## src/core/sarpc_pkg.sv

```systemverilog
// constants for the sar converter parallel control block
package sarpc_pkg;
  localparam int          CLK_MHZ        = 20;
  localparam int          CONV_TIME_NS   = 200;
  // longest time rounds down
  localparam int          CONV_CYCLES    = (CONV_TIME_NS * CLK_MHZ) / 1000;
  localparam int          CNT_W          = 4;
  localparam int          DATA_W         = 12;
  localparam logic [11:0] ABORT_CODE     = 12'hFE0;
  localparam logic [11:0] RESET_CODE     = 12'hFE0;
  localparam logic [11:0] DATA_RESET     = 12'h000;
  localparam int          INIT_CONVS     = 4;
  localparam int          BYTE_HI_W      = 4;
  typedef enum logic [1:0] {SARPC_IDLE, SARPC_SAMPLE, SARPC_CONVERT} sarpc_state_t;
endpackage

```

## src/core/sarpc_sync_if.sv

```systemverilog
// synchronised host control levels passed to the control logic; only chip select and start feed its edge detector
`timescale 1ns/1ps
interface sarpc_sync_if;
  logic csN;
  logic convStartN;
  logic readN;
  logic byteSel;
  logic nap;
  logic pdN;
  modport src (output csN, output convStartN, output readN, output byteSel, output nap, output pdN);
  modport dst (input csN, input convStartN, input readN, input byteSel, input nap, input pdN);
endinterface

```

## src/core/sarpc_sync.sv

```systemverilog
// two-flop synchronisers for all asynchronous host pins
`timescale 1ns/1ps
module sarpc_sync
(
  input  wire logic   mclk,
  input  wire logic   rst,
  input  wire logic   csNIn,
  input  wire logic   convStartNIn,
  input  wire logic   readNIn,
  input  wire logic   byteSelIn,
  input  wire logic   napEnableNIn,
  input  wire logic   pdNIn,
  sarpc_sync_if.src   syncOut
);
  logic [5:0] stage1_reg;
  logic [5:0] stage2_reg;

  // idle levels: chip select and read high, start and byte select low, reset released
  always_ff @(posedge mclk)
  begin
    if (rst)
    begin
      stage1_reg <= 6'h35;
      stage2_reg <= 6'h35;
    end
    else
    begin
      stage1_reg <= {pdNIn, napEnableNIn, byteSelIn, readNIn, convStartNIn, csNIn};
      stage2_reg <= stage1_reg;
    end
  end

  assign syncOut.csN        = stage2_reg[0];
  assign syncOut.convStartN = stage2_reg[1];
  assign syncOut.readN      = stage2_reg[2];
  assign syncOut.byteSel    = stage2_reg[3];
  assign syncOut.nap        = ~stage2_reg[4];
  assign syncOut.pdN        = stage2_reg[5];
endmodule

```

## src/core/sar_adc_ctrl.sv

```systemverilog
// control and parallel readout of a 12-bit successive-approximation converter
//
// Summary of operation
// A rising conversion-start edge starts sampling when chip select and busy are low.
// A falling chip-select edge starts sampling when conversion-start is high and busy is low.
// With chip select low and conversion-start high, sampling restarts at internal conversion end.
// A falling conversion-start edge with chip select low ends sampling and starts a conversion.
// A falling chip-select edge with conversion-start low ends sampling and starts a conversion.
// Busy rises right after the starting edge, stays high through conversion, then falls.
// Each conversion finishes within the maximum conversion time, busy following after a short delay.
// A falling chip-select edge while busy and conversion-start are high aborts and yields FE0 hex.
// The bus is driven only while chip select and read are both low, otherwise released.
// With byte select low a read shows all twelve bits, bit 11 on the top line.
// With byte select high a read shows bits 3..0 in the top lines and zeros below.
// The host uses back-to-back operation for throughput above 2.83 MSPS.
// The host avoids the abort condition in back-to-back operation.
// The host may restart acquisition early if its start pulse is long enough.
// During reset the output code is FE0 hex and the first four conversions are flagged invalid.
// With nap enabled the device naps after busy falls until sampling starts.
// Each completed result is held and read back until the next completion or abort.
`timescale 1ns/1ps
module sar_adc_ctrl
(
  input  wire logic        mclk,
  input  wire logic        rst,
  input  wire logic        csN,
  input  wire logic        convStartN,
  input  wire logic        readN,
  input  wire logic        byteSel,
  input  wire logic        napEnableN,
  input  wire logic        powerdownResetN,
  input  wire logic [11:0] sampleCode,
  output logic             busy,
  output logic [11:0]      dataOut,
  output logic [11:0]      dataOe,
  output logic             sampling,
  output logic             napping,
  output logic             dataInvalid
);
  sarpc_sync_if sync ();

  sarpc_sync u_sync
  (
    .mclk         (mclk),
    .rst          (rst),
    .csNIn        (csN),
    .convStartNIn (convStartN),
    .readNIn      (readN),
    .byteSelIn    (byteSel),
    .napEnableNIn (napEnableN),
    .pdNIn        (powerdownResetN),
    .syncOut      (sync.src)
  );

  sarpc_pkg::sarpc_state_t state_reg;
  logic                     csPrev_reg;
  logic                     startPrev_reg;
  logic [sarpc_pkg::CNT_W-1:0] convCnt_reg;
  logic [11:0]              result_reg;
  logic [11:0]              capture_reg;
  logic [2:0]               initCnt_reg;
  logic                     inReset;
  logic                     csFall;
  logic                     startRise;
  logic                     startFall;
  logic                     convEnd;
  logic                     abortHit;
  logic                     convBegin;
  logic                     sampleBegin;
  logic [11:0]              busValue;

  assign inReset   = ~sync.pdN;
  assign csFall    = csPrev_reg & ~sync.csN;
  assign startRise = ~startPrev_reg & sync.convStartN;
  assign startFall = startPrev_reg & ~sync.convStartN;
  // host pin level high means pin high; convStartN pin high means start input high
  assign convEnd   = (state_reg == sarpc_pkg::SARPC_CONVERT) &&
                     (convCnt_reg == sarpc_pkg::CNT_W'(sarpc_pkg::CONV_CYCLES - 1));
  assign abortHit  = busy && csFall && sync.convStartN;
  assign convBegin = (state_reg == sarpc_pkg::SARPC_SAMPLE) &&
                     ((startFall && ~sync.csN) || (csFall && ~sync.convStartN));
  assign sampleBegin = (state_reg == sarpc_pkg::SARPC_IDLE) && ~busy &&
                       ((startRise && ~sync.csN) || (csFall && sync.convStartN));

  // edge history of the synchronised pins
  always_ff @(posedge mclk)
  begin
    if (rst)
    begin
      csPrev_reg    <= 1'b1;
      startPrev_reg <= 1'b0;
    end
    else
    begin
      csPrev_reg    <= sync.csN;
      startPrev_reg <= sync.convStartN;
    end
  end

  // sequencing: idle (nap when enabled), sampling, converting
  always_ff @(posedge mclk)
  begin
    if (rst)
    begin
      state_reg   <= sarpc_pkg::SARPC_IDLE;
      convCnt_reg <= '0;
    end
    else if (inReset || abortHit)
    begin
      state_reg   <= sarpc_pkg::SARPC_IDLE;
      convCnt_reg <= '0;
    end
    else
    begin
      case (state_reg)
        sarpc_pkg::SARPC_IDLE:
        begin
          if (sampleBegin)
            state_reg <= sarpc_pkg::SARPC_SAMPLE;
        end
        sarpc_pkg::SARPC_SAMPLE:
        begin
          convCnt_reg <= '0;
          if (convBegin)
            state_reg <= sarpc_pkg::SARPC_CONVERT;
        end
        sarpc_pkg::SARPC_CONVERT:
        begin
          convCnt_reg <= convCnt_reg + 1'b1;
          if (convEnd)
          begin
            // back-to-back: start held high with select low restarts sampling at once
            if (~sync.csN && sync.convStartN)
              state_reg <= sarpc_pkg::SARPC_SAMPLE;
            else
              state_reg <= sarpc_pkg::SARPC_IDLE;
          end
        end
        default:
        begin
          state_reg <= sarpc_pkg::SARPC_IDLE;
        end
      endcase
    end
  end

  // busy rises the cycle after the starting edge and falls one cycle after conversion end
  always_ff @(posedge mclk)
  begin
    if (rst)
      busy <= 1'b0;
    else if (inReset || abortHit)
      busy <= 1'b0;
    else if (convBegin)
      busy <= 1'b1;
    else if (convEnd)
      busy <= 1'b0;
  end

  always_ff @(posedge mclk)
  begin
    if (rst)
    begin
      sampling <= 1'b0;
      napping  <= 1'b0;
    end
    else
    begin
      sampling <= (state_reg == sarpc_pkg::SARPC_SAMPLE);
      // outside reset and with nap enabled, nap ends only when sampling begins, so the first acquisition pays the wake-up time
      napping  <= sync.nap && ~inReset && (state_reg == sarpc_pkg::SARPC_IDLE) && ~busy && ~sampleBegin;
    end
  end

  // the analog value is frozen at the end of sampling
  always_ff @(posedge mclk)
  begin
    if (rst)
      capture_reg <= sarpc_pkg::DATA_RESET;
    else if (convBegin)
      capture_reg <= sampleCode;
  end

  // held result
  always_ff @(posedge mclk)
  begin
    if (rst)
      result_reg <= sarpc_pkg::RESET_CODE;
    else if (inReset)
      result_reg <= sarpc_pkg::RESET_CODE;
    else if (abortHit)
      result_reg <= sarpc_pkg::ABORT_CODE;
    else if (convEnd)
      result_reg <= capture_reg;
  end

  // initialisation count of conversions after reset
  always_ff @(posedge mclk)
  begin
    if (rst)
      initCnt_reg <= '0;
    else if (inReset)
      initCnt_reg <= '0;
    else if (convEnd && initCnt_reg != 3'(sarpc_pkg::INIT_CONVS))
      initCnt_reg <= initCnt_reg + 1'b1;
  end

  always_ff @(posedge mclk)
  begin
    if (rst)
      dataInvalid <= 1'b1;
    else
      dataInvalid <= (initCnt_reg != 3'(sarpc_pkg::INIT_CONVS));
  end

  always_comb
  begin
    if (sync.byteSel)
      busValue = {result_reg[sarpc_pkg::BYTE_HI_W-1:0], 8'h00};
    else
      busValue = result_reg;
  end

  // bus drive; a read during the abort cycle shows the old word for one cycle
  always_ff @(posedge mclk)
  begin
    if (rst)
    begin
      dataOut <= 12'h000;
      dataOe  <= 12'h000;
    end
    else
    begin
      dataOut <= busValue;
      dataOe  <= (~sync.csN && ~sync.readN) ? 12'hFFF : 12'h000;
    end
  end
endmodule

```

## config.mk

```make
export PLATFORM = sky130hd
export DESIGN_NAME = sar_adc_ctrl
export DESIGN_NICKNAME = d
export VERILOG_FILES = /design/src/core/sarpc_pkg.sv /design/src/core/sarpc_sync_if.sv /design/src/core/sarpc_sync.sv /design/src/core/sar_adc_ctrl.sv
export SDC_FILE = /design/constraint.sdc
export NUM_CORES = 1
export LEC_CHECK = 0
export BUFFER_PORTS_ARGS = -buffer_cell sky130_fd_sc_hd__buf_2
export CAP_MARGIN = 20
export CORE_MARGIN = 2
export CORE_UTILIZATION = 48
export CTS_CLUSTER_DIAMETER = 200
export DETAILED_ROUTE_END_ITERATION = 10
export PLACE_DENSITY = 0.71
export SYNTH_ARGS = -nofsm -noshare
export SYNTH_HDL_FRONTEND = slang
export SYNTH_SLANG_ARGS = --single-unit
export TNS_END_PERCENT = 5
```

## constraint.sdc

```tcl
create_clock -name mclk -period 2 [get_ports mclk]
set_input_delay 0.3 -clock mclk [delete_from_list [all_inputs] [get_ports mclk]]
set_output_delay 0.3 -clock mclk [all_outputs]
set_load 0.005 [all_outputs]
```

# Word level (Yosys, flattened, before mapping)
# Cells that the tools add are included.
# classes
n_addsub	2
eq_ne	7
n_mux	10
bitwise_logic	11
reduce_logical	28
# op_table
operator	count
$mux 12	2
$logic_and 1x1->1	17
$not 1->1	8
$pmux 4 s2	1
$mux 2	3
$ne 2x2->1 const B	3
$pmux 2 s3	1
$reduce_or 2->1	3
$add 4x1->4 const B	1
$eq 4x2->1 const B	1
$reduce_bool 2->1	2
$add 3x1->3 const B	1
$and 1x1->1	3
$logic_or 1x1->1	3
$mux 1	3
$ne 3x3->1 const B	1
$reduce_and 3->1	1
$reduce_or 3->1	1
$eq 2x1->1 const B	1
$eq 2x2->1 const B	1
$logic_not 2->1	1
# word_totals
regBits	75
inputBits	20
out_inout_bits	28
word_cells	74

# Longest topological paths before layout
# Gate-level depths: netlist of run 1.
# depth
ltp_word	7
ltp_mapped	8
depth_no_buf	6

# Hierarchy
# From an unflattened synthesis of run 1, not the netlist that was laid out.
# hier_totals
hier_cells	246
area_unflattened_um2	2412.3
# by_module_without_submodules
module	n_inst	cells_per_inst	area_per_inst_um2	seq_area_each_um2
sar_adc_ctrl	1	220	2079.5	1041.0
sarpc_sync	1	26	332.8	240.2

# Worst setup path before layout of run 1
# No wires, ideal clock.
# synth_path
path_kind	register to register
startpoint	register state_reg[1]
endpoint	register capture_reg[10]
setup_ps	114
t_arrival_ps	1575
required_ps	1886
slack_ps	310
stages_incl_launch_ff	9
n_path_buf	2
synth_period_minus_slack_ps	1690
path_cell_list	dfxtp_1 > inv_1 > ha_1 > inv_1 > or4_1 > buf_6 > buf_12 > mux2i_1 > nor2_1
# synth_between
elab_chain_cells	2
# synth_rtl
item	line_no	rtl
from (decl)	sar_adc_ctrl.sv:55	sarpc_pkg::sarpc_state_t state_reg;
from (signal assigned)	sar_adc_ctrl.sv:105	state_reg <= sarpc_pkg::SARPC_IDLE;
from (signal assigned)	sar_adc_ctrl.sv:110	state_reg <= sarpc_pkg::SARPC_IDLE;
from (signal assigned)	sar_adc_ctrl.sv:119	state_reg <= sarpc_pkg::SARPC_SAMPLE;
$eq 2x1->1	sar_adc_ctrl.sv:80	assign convBegin = (state_reg == sarpc_pkg::SARPC_SAMPLE) &&
$logic_and 1x1->1	sar_adc_ctrl.sv:80	
to (signal assigned)	sar_adc_ctrl.sv:179	capture_reg <= sarpc_pkg::DATA_RESET;
to (signal assigned)	sar_adc_ctrl.sv:181	capture_reg <= sampleCode;
to (decl)	sar_adc_ctrl.sv:60	logic [11:0] capture_reg;
# Every way passes these cells.
# A chain may end at the register's enable or synchronous reset.

# Final worst setup path of run 1
# layout_path
startpoint	register state_reg[1]
endpoint	register capture_reg[9]
# The elaborated chain is that of the path after synthesis.

==> impl_results.md, run 1 <==
- Total power draw: 2.580 mW
- DR top layer: met4
- Final WL: 3.931 mm
- DR WL met3: 189 microns
- Clock Path Buffers: 2
- Initial antenna violation count: 0
- Area grow syn2layout: 16.71%
- Ports: 48
- Final setup violation count: 0
- DR vias: 1632
- Worst setup path category: register to register
- N_diodes: 0
- First-pass GRT wire length: 6.451 mm
- Fill count: 434
- Post-synthesis register bit count: 64
- WL met2: 1.734 mm
- LEAKAGE: 1.297 nW
- Max Clock Skew: 0.006385 ns
- DR WL/cell: 11.07 microns
- Die Area: 5556 sq um
- Area of the multi-input gates: 927.1 sq um
- Simple-Gate Fraction of Synth Area: 21.95%
- Worst path slowest cell: or4_1
- Gr usage total: 15.76%
- Vias in the first global route: 1426
- GRT overflow: 0
- Post-synth net total: 270
- Number of gates resized after CTS: 0
- Met1 WL: 1.944 mm
- Max incr delay on CP: 0.51 ns
- Sequential fraction of the synthesis area: 53.64%
- Period utilisation layout: 89.06%
- Synth warn: 0
- Slew HR: 67.53%
- Post-synthesis cell area: 2389 sq um
- Ranking of synthesized cells by area: dfxtp_1 54%, mux2i_1 7.1%, nand2_1 5.2%, nor2_1 3.9%, ha_1 3.7%
- Least-Margin Pin Slew: 0.4802 ns
- CTS tree: built
- Final Hold Viols: 0
- Post-DP HPWL: 2.804 mm
- Initial Util: 50.24%
- CTS Hold Bufs: 0
- Worst Hold Class: primary input to register
- Post-Synth Adder-Cell Area: 3.667%
- Most Frequent Cell on Critical Path: inv_1
- Synth Instances: 243
- Slew Limit Fails: 0
- Worst-skew pair later-pin latency: 0.34 ns
- Netlist cell types: 33
- Main combinational cell family by area after synthesis: simple AND/OR/NAND/NOR gates
- Synth Area in Compound Gates: 4.976%
- XOR/XNOR Fraction of Synth Area: 0.3667%
- Worst Path Required: 2.22 ns
- Residual DRC: 0
- Largest net degree at the start of global routing: 34
- IO buf count: 47
- Layout cells sized above 1: 27.43%
- First-pass detailed-route iteration total: 4
- Clk slew on worst S/H paths: 0.06 ns
- Die Height: 74.54 microns
- Synthesized area per cell: 9.829 sq um
- Drt via density: 4.597
- Clk sinks: 64
- Die width: 74.54 microns
- H-Tree Level Count: 3
- CP Capture Type: register
- Pwr/cell area: 925.4 nW/um^2
- Post-synth top area share: 53.64%
- Final GP Congestion: 0.8088
- Total CTS buffers: 9
- Routed Antenna Nets: 0
- CP bufs+invs: 3
- Post-CTS setup buffer count: 0
- CP startpoint kind: register
- CP cell instances: inv_1 -> ha_1 -> inv_1 -> or4_1 -> buf_4 -> mux2i_1 -> nor2_1
- Tmin final: 1.781 ns
- Yosys top cell by area: dfxtp_1
- Family with the most delay on the worst path: simple AND/OR/NAND/NOR gates
- Root buf cell: clkbuf_8
- CP arrival: 2.00 ns
- Max Cap Viol: 0
- RSZ-0062 raised after global routing: no
- Final nets: 311
- Post-synthesis mux area share: 7.596%
- Drt initial violations: 69
- Worst ir drop on vdd: 0.5533 mV
- Peak fanout along the critical path: 13
- Status: complete, no violations
- Post-Route Setup TNS: 0 ns
- Cell row count: 25
- Storage element area: 1281 sq um
- Core Box Area: 4755 sq um
- Fmax: 561.4 MHz
cells in the final DEF (no fill, tap or decap), types with 7 or more instances in the layout:
| cell type | instances |
|---|---|
| a21oi_1 | 10 |
| and2_1 | 8 |
| buf_2 | 47 |
| clkbuf_8 | 9 |
| dfxtp_1 | 64 |
| ha_1 | 7 |
| mux2i_1 | 17 |
| nand2_1 | 33 |
| nand3_1 | 11 |
| nor2_1 | 25 |
| or2_2 | 10 |
cell families after synthesis:
family          count (synthesis)
flops                          64
buf+inv                        27
mux                            18
simple gates                  107
compound gates                 19
xor+xnor                        1
fa+ha+maj                       7
cell type report:
cell class | instances | share of cell area (%)
flip-flops and latches | 64 | 45.96
clock buffers | 9 | 4.443
clock inverters | 6 | 3.007
well taps | 67 | 3.007
repair buffers | 51 | 9.515
inverters | 6 | 0.8079
multi-input cells | 152 | 33.26
metrics by stage:
stage	hold WS, ns	std cells	util (%)	setup WS [ns]	area (sq um)
2_1_floorplan	0.3665	243	-	0.3102	2389
3_3_place_gp	0.3708	340	54.26	0.2495	2580
3_5_place_dp	0.3739	340	54.26	0.2234	2580
4_1_cts	0.1247	355	58.63	0.2095	2788
5_1_grt	0.1397	355	58.63	0.07543	2788
6_report	0.1454	355	58.63	0.2188	2788
power by group:
part / total (mW) / switching (mW) / leakage, nW / internal, mW
combinational: 0.106 / 0.0530 / 0.666 / 0.0528
clock: 1.16 / 0.471 / 0.109 / 0.692
sequential: 1.31 / 0.0103 / 0.522 / 1.30
total: 2.58 / 0.535 / 1.30 / 2.05
layer usage:
metal | global-route usage [%] | vias up
met5 | 0 | -
met4 | 7.738 | 0
met3 | 6.098 | 9
met2 | 22.71 | 40
met1 | 20.70 | 719
li1 | - | 864
cells in the mapped netlist:
library cell  instances
nor3b_1               3
or2_1                 1
inv_1                 6
mux2_2                1
buf_6                 2
or2_2                10
nand2_1              33
and4b_1               2
dfxtp_1              64
o41ai_1               1
mux2i_1              17
xnor2_1               1
nor3_1                2
a21oi_1              10
buf_4                11
buf_12                1
nor4bb_1              1
o21ba_2               1
o21ai_0               2
or4_1                 1
nor2b_1               6
and2_1                8
a311o_1               1
clkbuf_8              1
o21a_1                1
ha_1                  7
o31ai_1               2
a21boi_0              1
buf_2                 2
nand2b_1              4
nor2_1               25
clkbuf_1              4
nand3_1              11
path summary, 6_finish.rpt:
kind / from / to / slack [ns] / depth (start not counted)
worst min register to register: u_sync.stage2_reg[2] / dataOe[10] / 0.39 / 1
worst min-delay path: napEnableN / u_sync.stage1_reg[4] / 0.15 / 2
worst max register to register: state_reg[1] / capture_reg[9] / 0.22 / 7
worst max-delay path: state_reg[1] / capture_reg[9] / 0.22 / 7
Note: power is estimated with default switching activity, not from simulation.
==> run 2, diff against run 1 <==
--- a/config.mk
+++ b/config.mk
@@ -7,6 +7,7 @@
 export LEC_CHECK = 0
 export BUFFER_PORTS_ARGS = -buffer_cell sky130_fd_sc_hd__buf_2
 export CAP_MARGIN = 20
+export CORE_ASPECT_RATIO = 0.8
 export CORE_MARGIN = 2
 export CORE_UTILIZATION = 48
 export CTS_CLUSTER_DIAMETER = 200
==> constraint.sdc (replaced) <==
create_clock -name mclk -period 2 [get_ports mclk]
set_input_delay 0.4 -clock mclk [delete_from_list [all_inputs] [get_ports mclk]]
set_output_delay 0.4 -clock mclk [all_outputs]
set_load 0.005 [all_outputs]
==> impl_results.md, run 2 (synthesis results as in run 1) <==
- Placed cell areas: 2579 sq um
- Die width: 82.87 microns
- Pwr/cell area: 845.0 nW/um^2
- Net Sw Power: 0.4861 mW
- Slew Limit Fails: 0
- Drt via density: 4.747
- DR vias: 1652
- Clock Path Buffers: 2
- CP Capture Type: register
- Fmax: 566.7 MHz
- Vias in the first global route: 1530
- Final setup violation count: 0
- Post-DP HPWL: 2.878 mm
- Gr usage total: 16.66%
- IO buf count: 47
- Final GP Congestion: 0.7542
- Worst path slowest cell: or4_1
- Die Height: 67.10 microns
- GRT overflow: 0
- Worst setup path category: register to register
- Slew HR: 64.09%
- CP cell instances: inv_1 -> ha_1 -> inv_1 -> or4_1 -> buf_4 -> mux2i_1 -> nor2_1
- Worst-skew pair later-pin latency: 0.33 ns
- Internal power: 1.823 mW
- CP Depth: 7
- Hold Path Depth: 2
- Clk slew on worst S/H paths: 0.06 ns
- Number of gates resized after CTS: 0
- Tmin final: 1.765 ns
- N_diodes: 0
- Max Cap Viol: 0
- First-pass detailed-route iteration total: 4
- CP arrival: 1.98 ns
- Post-Route Setup TNS: 0 ns
- Status: complete, no violations
- First-pass GRT wire length: 7.058 mm
- CTS Hold Bufs: 0
- Least-Margin Pin Slew: 0.5310 ns
- R2R setup slack: 0.24 ns
- Fin util: 58.40%
- Sw Ratio: 21.05%
- Most common cell after layout, fill and taps aside: dfxtp_1
- Root buf cell: clkbuf_8
- Most Frequent Cell on Critical Path: inv_1
- Worst R2R Start: state_reg[1]
- CP startpoint kind: register
- LEAKAGE: 1.272 nW
- Endpoint with the worst hold slack: u_sync.stage1_reg[4]
- Comb pwr share: 4.6%
- Area grow syn2layout: 14.41%
- Worst Hold Launch: napEnableN
- Post-route design area: 2733 sq um
- Critical R2R Capture: capture_reg[7]
- Max Clock Skew: 0.001640 ns
- Cell row count: 22
- Core Box Area: 4679 sq um
- Ports: 48
- Worst Hold Class: primary input to register
- Worst ir drop on vdd: 0.7307 mV
- Post-CTS setup buffer count: 0
- Final Hold Viols: 0
- Die Area: 5560 sq um
- CTS tree: built
- Clk sinks: 64
- Worst Path Required: 2.21 ns
- Final nets: 312
- Clk network pwr share: 38.5%
- Largest net degree at the start of global routing: 34
- Peak fanout along the critical path: 13
- Total CTS buffers: 9
- Routed Antenna Nets: 0
- Initial Util: 51.04%
- CP bufs+invs: 3
- Drt initial violations: 59
- Layout cells sized above 1: 26.39%
- Sequential power share: 56.8%
- Final WL: 4.008 mm
- Fill count: 437
- Residual DRC: 0
- Most frequent cells in the layout: 64 x dfxtp_1, 47 x buf_2, 33 x nand2_1, 25 x nor2_1, 17 x mux2i_1
- Max incr delay on CP: 0.51 ns
- RSZ-0062 raised after global routing: no
- H-Tree Level Count: 3
- Period utilisation layout: 88.23%
- Initial antenna violation count: 0
- R2R depth: 7
- DR WL/cell: 11.52 microns
- Family with the most delay on the worst path: simple AND/OR/NAND/NOR gates
## run 2: changes by cell type in the layout (fill, tap and decap cells not counted)
cell       delta
inv_6         -1
buf_4         +1
clkbuf_8      +1
clkinv_2      -2
clkbuf_1      +3
bufinv_16     -2
## run 2: how the worst max path moves through the flow
stage / start / endpoint / slack [ns]
detailed placement: state_reg[1] / capture_reg[10] / 0.25
floorplan: state_reg[1] / capture_reg[10] / 0.31
global route: state_reg[1] / capture_reg[10] / 0.11
CTS: state_reg[1] / capture_reg[7] / 0.23
finish: state_reg[1] / capture_reg[7] / 0.24
global placement: rst / state_reg[0] / 0.29
## run 2: through the flow
step	hold slack (ns)	std cells	worst slack, ns	power [mW]
global route	0.2295	348	0.1114	2.409
detailed placement	0.3718	334	0.2483	1.449
global placement	0.3716	334	0.2947	1.446
floorplan	0.3665	243	0.3102	1.405
CTS	0.2343	348	0.2303	2.340
finish	0.2476	348	0.2354	2.309
## run 2: layer usage
| metal | routed length [microns] | up-vias | global-route usage (%) |
|---|---|---|---|
| met5 | 0 | - | 0 |
| met4 | 64 | 0 | 6.148 |
| li1 | - | 868 | - |
| met1 | 2028 | 727 | 20.81 |
| met2 | 1599 | 49 | 25.00 |
| met3 | 315 | 8 | 8.055 |
## run 2: power by group through the flow
stage | clock (mW) | sequential [mW] | combinational (mW)
floorplan | 0 | 1.34 | 0.0670
global placement | 0 | 1.34 | 0.107
detailed placement | 0 | 1.34 | 0.108
CTS | 0.919 | 1.31 | 0.109
global route | 0.973 | 1.31 | 0.122
finish | 0.889 | 1.31 | 0.107
## run 2: worst reg2reg max path, stage by stage, from the launching register on
cell	delay, ns
dfxtp_1	0.34
inv_1	0.09
ha_1	0.19
inv_1	0.07
or4_1	0.51
buf_4	0.22
mux2i_1	0.18
nor2_1	0.05
## run 2: final cells by class
type                    count  area, sq um  share of cell area, %
clock buffers              13        148.9                  5.449
clock inverters             1        5.005                 0.1832
inverters                   6        22.52                 0.8242
multi-input cells         152        927.1                  33.93
flip-flops and latches     64         1281                  46.89
well taps                  60        75.07                  2.747
repair buffers             52        272.8                  9.982
==> run 3, diff against run 2 <==
--- a/config.mk
+++ b/config.mk
@@ -5,14 +5,14 @@
 export SDC_FILE = /design/constraint.sdc
 export NUM_CORES = 1
 export LEC_CHECK = 0
-export BUFFER_PORTS_ARGS = -buffer_cell sky130_fd_sc_hd__buf_2
 export CAP_MARGIN = 20
 export CORE_ASPECT_RATIO = 0.8
 export CORE_MARGIN = 2
 export CORE_UTILIZATION = 48
 export CTS_CLUSTER_DIAMETER = 200
 export DETAILED_ROUTE_END_ITERATION = 10
-export PLACE_DENSITY = 0.71
+export DONT_BUFFER_PORTS = 1
+export GPL_ROUTABILITY_DRIVEN = 1
 export SYNTH_ARGS = -nofsm -noshare
 export SYNTH_HDL_FRONTEND = slang
 export SYNTH_SLANG_ARGS = --single-unit
==> impl_results.md, run 3 (synthesis results as in run 1) <==
- Period utilisation layout: 87.64%
- Initial Util: 51.04%
- Final WL: 4.019 mm
- M3 GR Usage: 6.815%
- Layout cells sized above 1: 13.64%
- Vias in the first global route: 1448
- Routed Antenna Nets: 0
- Post-Route Setup TNS: 0 ns
- Most Frequent Cell on Critical Path: inv_1
- First-pass detailed-route iteration total: 4
- Clk slew on worst S/H paths: 0.07 ns
- Number of gates resized after CTS: 0
- Post-DP HPWL: 2.809 mm
- First-pass GRT wire length: 6.837 mm
- Largest net degree at the start of global routing: 35
- N_diodes: 0
- Fin worst setup slack: 0.2472 ns
- Family with the most delay on the worst path: simple AND/OR/NAND/NOR gates
- Most frequent cells in the layout: 64 x dfxtp_1, 33 x nand2_1, 25 x nor2_1, 17 x mux2i_1, 11 x nand3_1
- Worst setup path category: register to register
- CP bufs+invs: 3
- Gr usage total: 16.36%
- Root buf cell: clkbuf_8
- Area grow syn2layout: 5.972%
- LEAKAGE: 1.062 nW
- Die Area: 5560 sq um
- Worst ir drop on vdd: 0.5386 mV
- Residual DRC: 0
- Cell row count: 22
- Max Cap Viol: 0
- Initial antenna violation count: 0
- Post-CTS setup buffer count: 0
- CP arrival: 1.98 ns
- CP cell instances: inv_1 -> ha_1 -> inv_1 -> or4_1 -> buf_4 -> mux2i_1 -> nor2_1
- DP Worst Slack: 0.2572 ns
- Slew HR: 59.49%
- CTS Hold Bufs: 0
- Final Hold Viols: 0
- IO buf count: 0
- CP Capture Type: register
- Worst-skew pair later-pin latency: 0.33 ns
- Met1 GRT Util: 21.27%
- Clock Path Buffers: 2
- Status: complete, no violations
- Ports: 48
- Worst path slowest cell: or4_1
- Core Box Area: 4679 sq um
- Clk sinks: 64
- Die Height: 67.10 microns
- Peak fanout along the critical path: 13
- Pwr/cell area: 968.8 nW/um^2
- Least-Margin Pin Slew: 0.6069 ns
- Worst Hold Class: primary input to register
- H-Tree Level Count: 3
- Die width: 82.87 microns
- Final setup violation count: 0
- Drt via density: 4.897
- Final nets: 264
- Fmax: 570.5 MHz
- DR vias: 1479
- DR WL/cell: 13.31 microns
- GRT overflow: 0
- Most common cell after layout, fill and taps aside: dfxtp_1
- Max Clock Skew: 0.006266 ns
- Met2 GRT Util: 23.39%
- Worst Path Required: 2.23 ns
- Slew Limit Fails: 0
- Total CTS buffers: 9
- Most Crowded Layer GR: met2
- RSZ-0062 raised after global routing: no
- Tmin final: 1.753 ns
- Final GP Congestion: 0.7974
- Fill count: 480
- Drt initial violations: 79
- Max incr delay on CP: 0.51 ns
- CP startpoint kind: register
- CTS tree: built
[run 3: area by class of cell]
cell class | instances | area [sq um] | share of cell area, %
Clock inverter | 7 | 71.32 | 2.818
Timing Repair Buffer | 4 | 30.03 | 1.186
Inverter | 6 | 22.52 | 0.8898
Multi-Input combinational cell | 152 | 927.1 | 36.63
Sequential cell | 64 | 1281 | 50.62
Tap cell | 60 | 75.07 | 2.966
Clock buffer | 9 | 123.9 | 4.894
[run 3: power by group]
group / switching (mW) / total [mW] / internal (mW)
clock: 0.497 / 1.07 / 0.574
combinational: 0.0350 / 0.0667 / 0.0318
sequential: 0.0137 / 1.31 / 1.30
[run 3: routing by layer]
layer / vias to the layer above / part of all wire (%)
li1: 773 / -
met1: 659 / 52
met2: 42 / 40
met3: 5 / 6.0
met4: 0 / 1.1
met5: - / 0
[run 3: path summary, 6_finish.rpt]
kind,startpoint,to,slack [ns],cells past startpoint
setup / recovery,state_reg[1],capture_reg[10],0.25,7
hold / removal,rst,u_sync.stage1_reg[1],0.13,1
setup reg to reg,state_reg[1],capture_reg[10],0.25,7
hold reg to reg,u_sync.stage2_reg[4],napping,0.40,1
[run 3: through the flow]
step / utilization [%] / cell area [sq um] / hold slack, ns / instances / power [mW]
global placement: 49.92 / 2336 / 0.3836 / 286 / 1.410
CTS: 54.09 / 2531 / 0.1053 / 302 / 2.486
finish: 54.09 / 2531 / 0.1265 / 302 / 2.452
detailed placement: 49.92 / 2336 / 0.3831 / 286 / 1.411
global route: 54.09 / 2531 / 0.1071 / 302 / 2.538
floorplan: - / 2389 / 0.3665 / 243 / 1.405
[run 3: worst reg2reg max path, cell delays in order (launching register included)]
cell and delay [ns]:
dfxtp_1 0.35, inv_1 0.08, ha_1 0.19, inv_1 0.06, or4_1 0.51, buf_4 0.22
mux2i_1 0.18, nor2_1 0.06
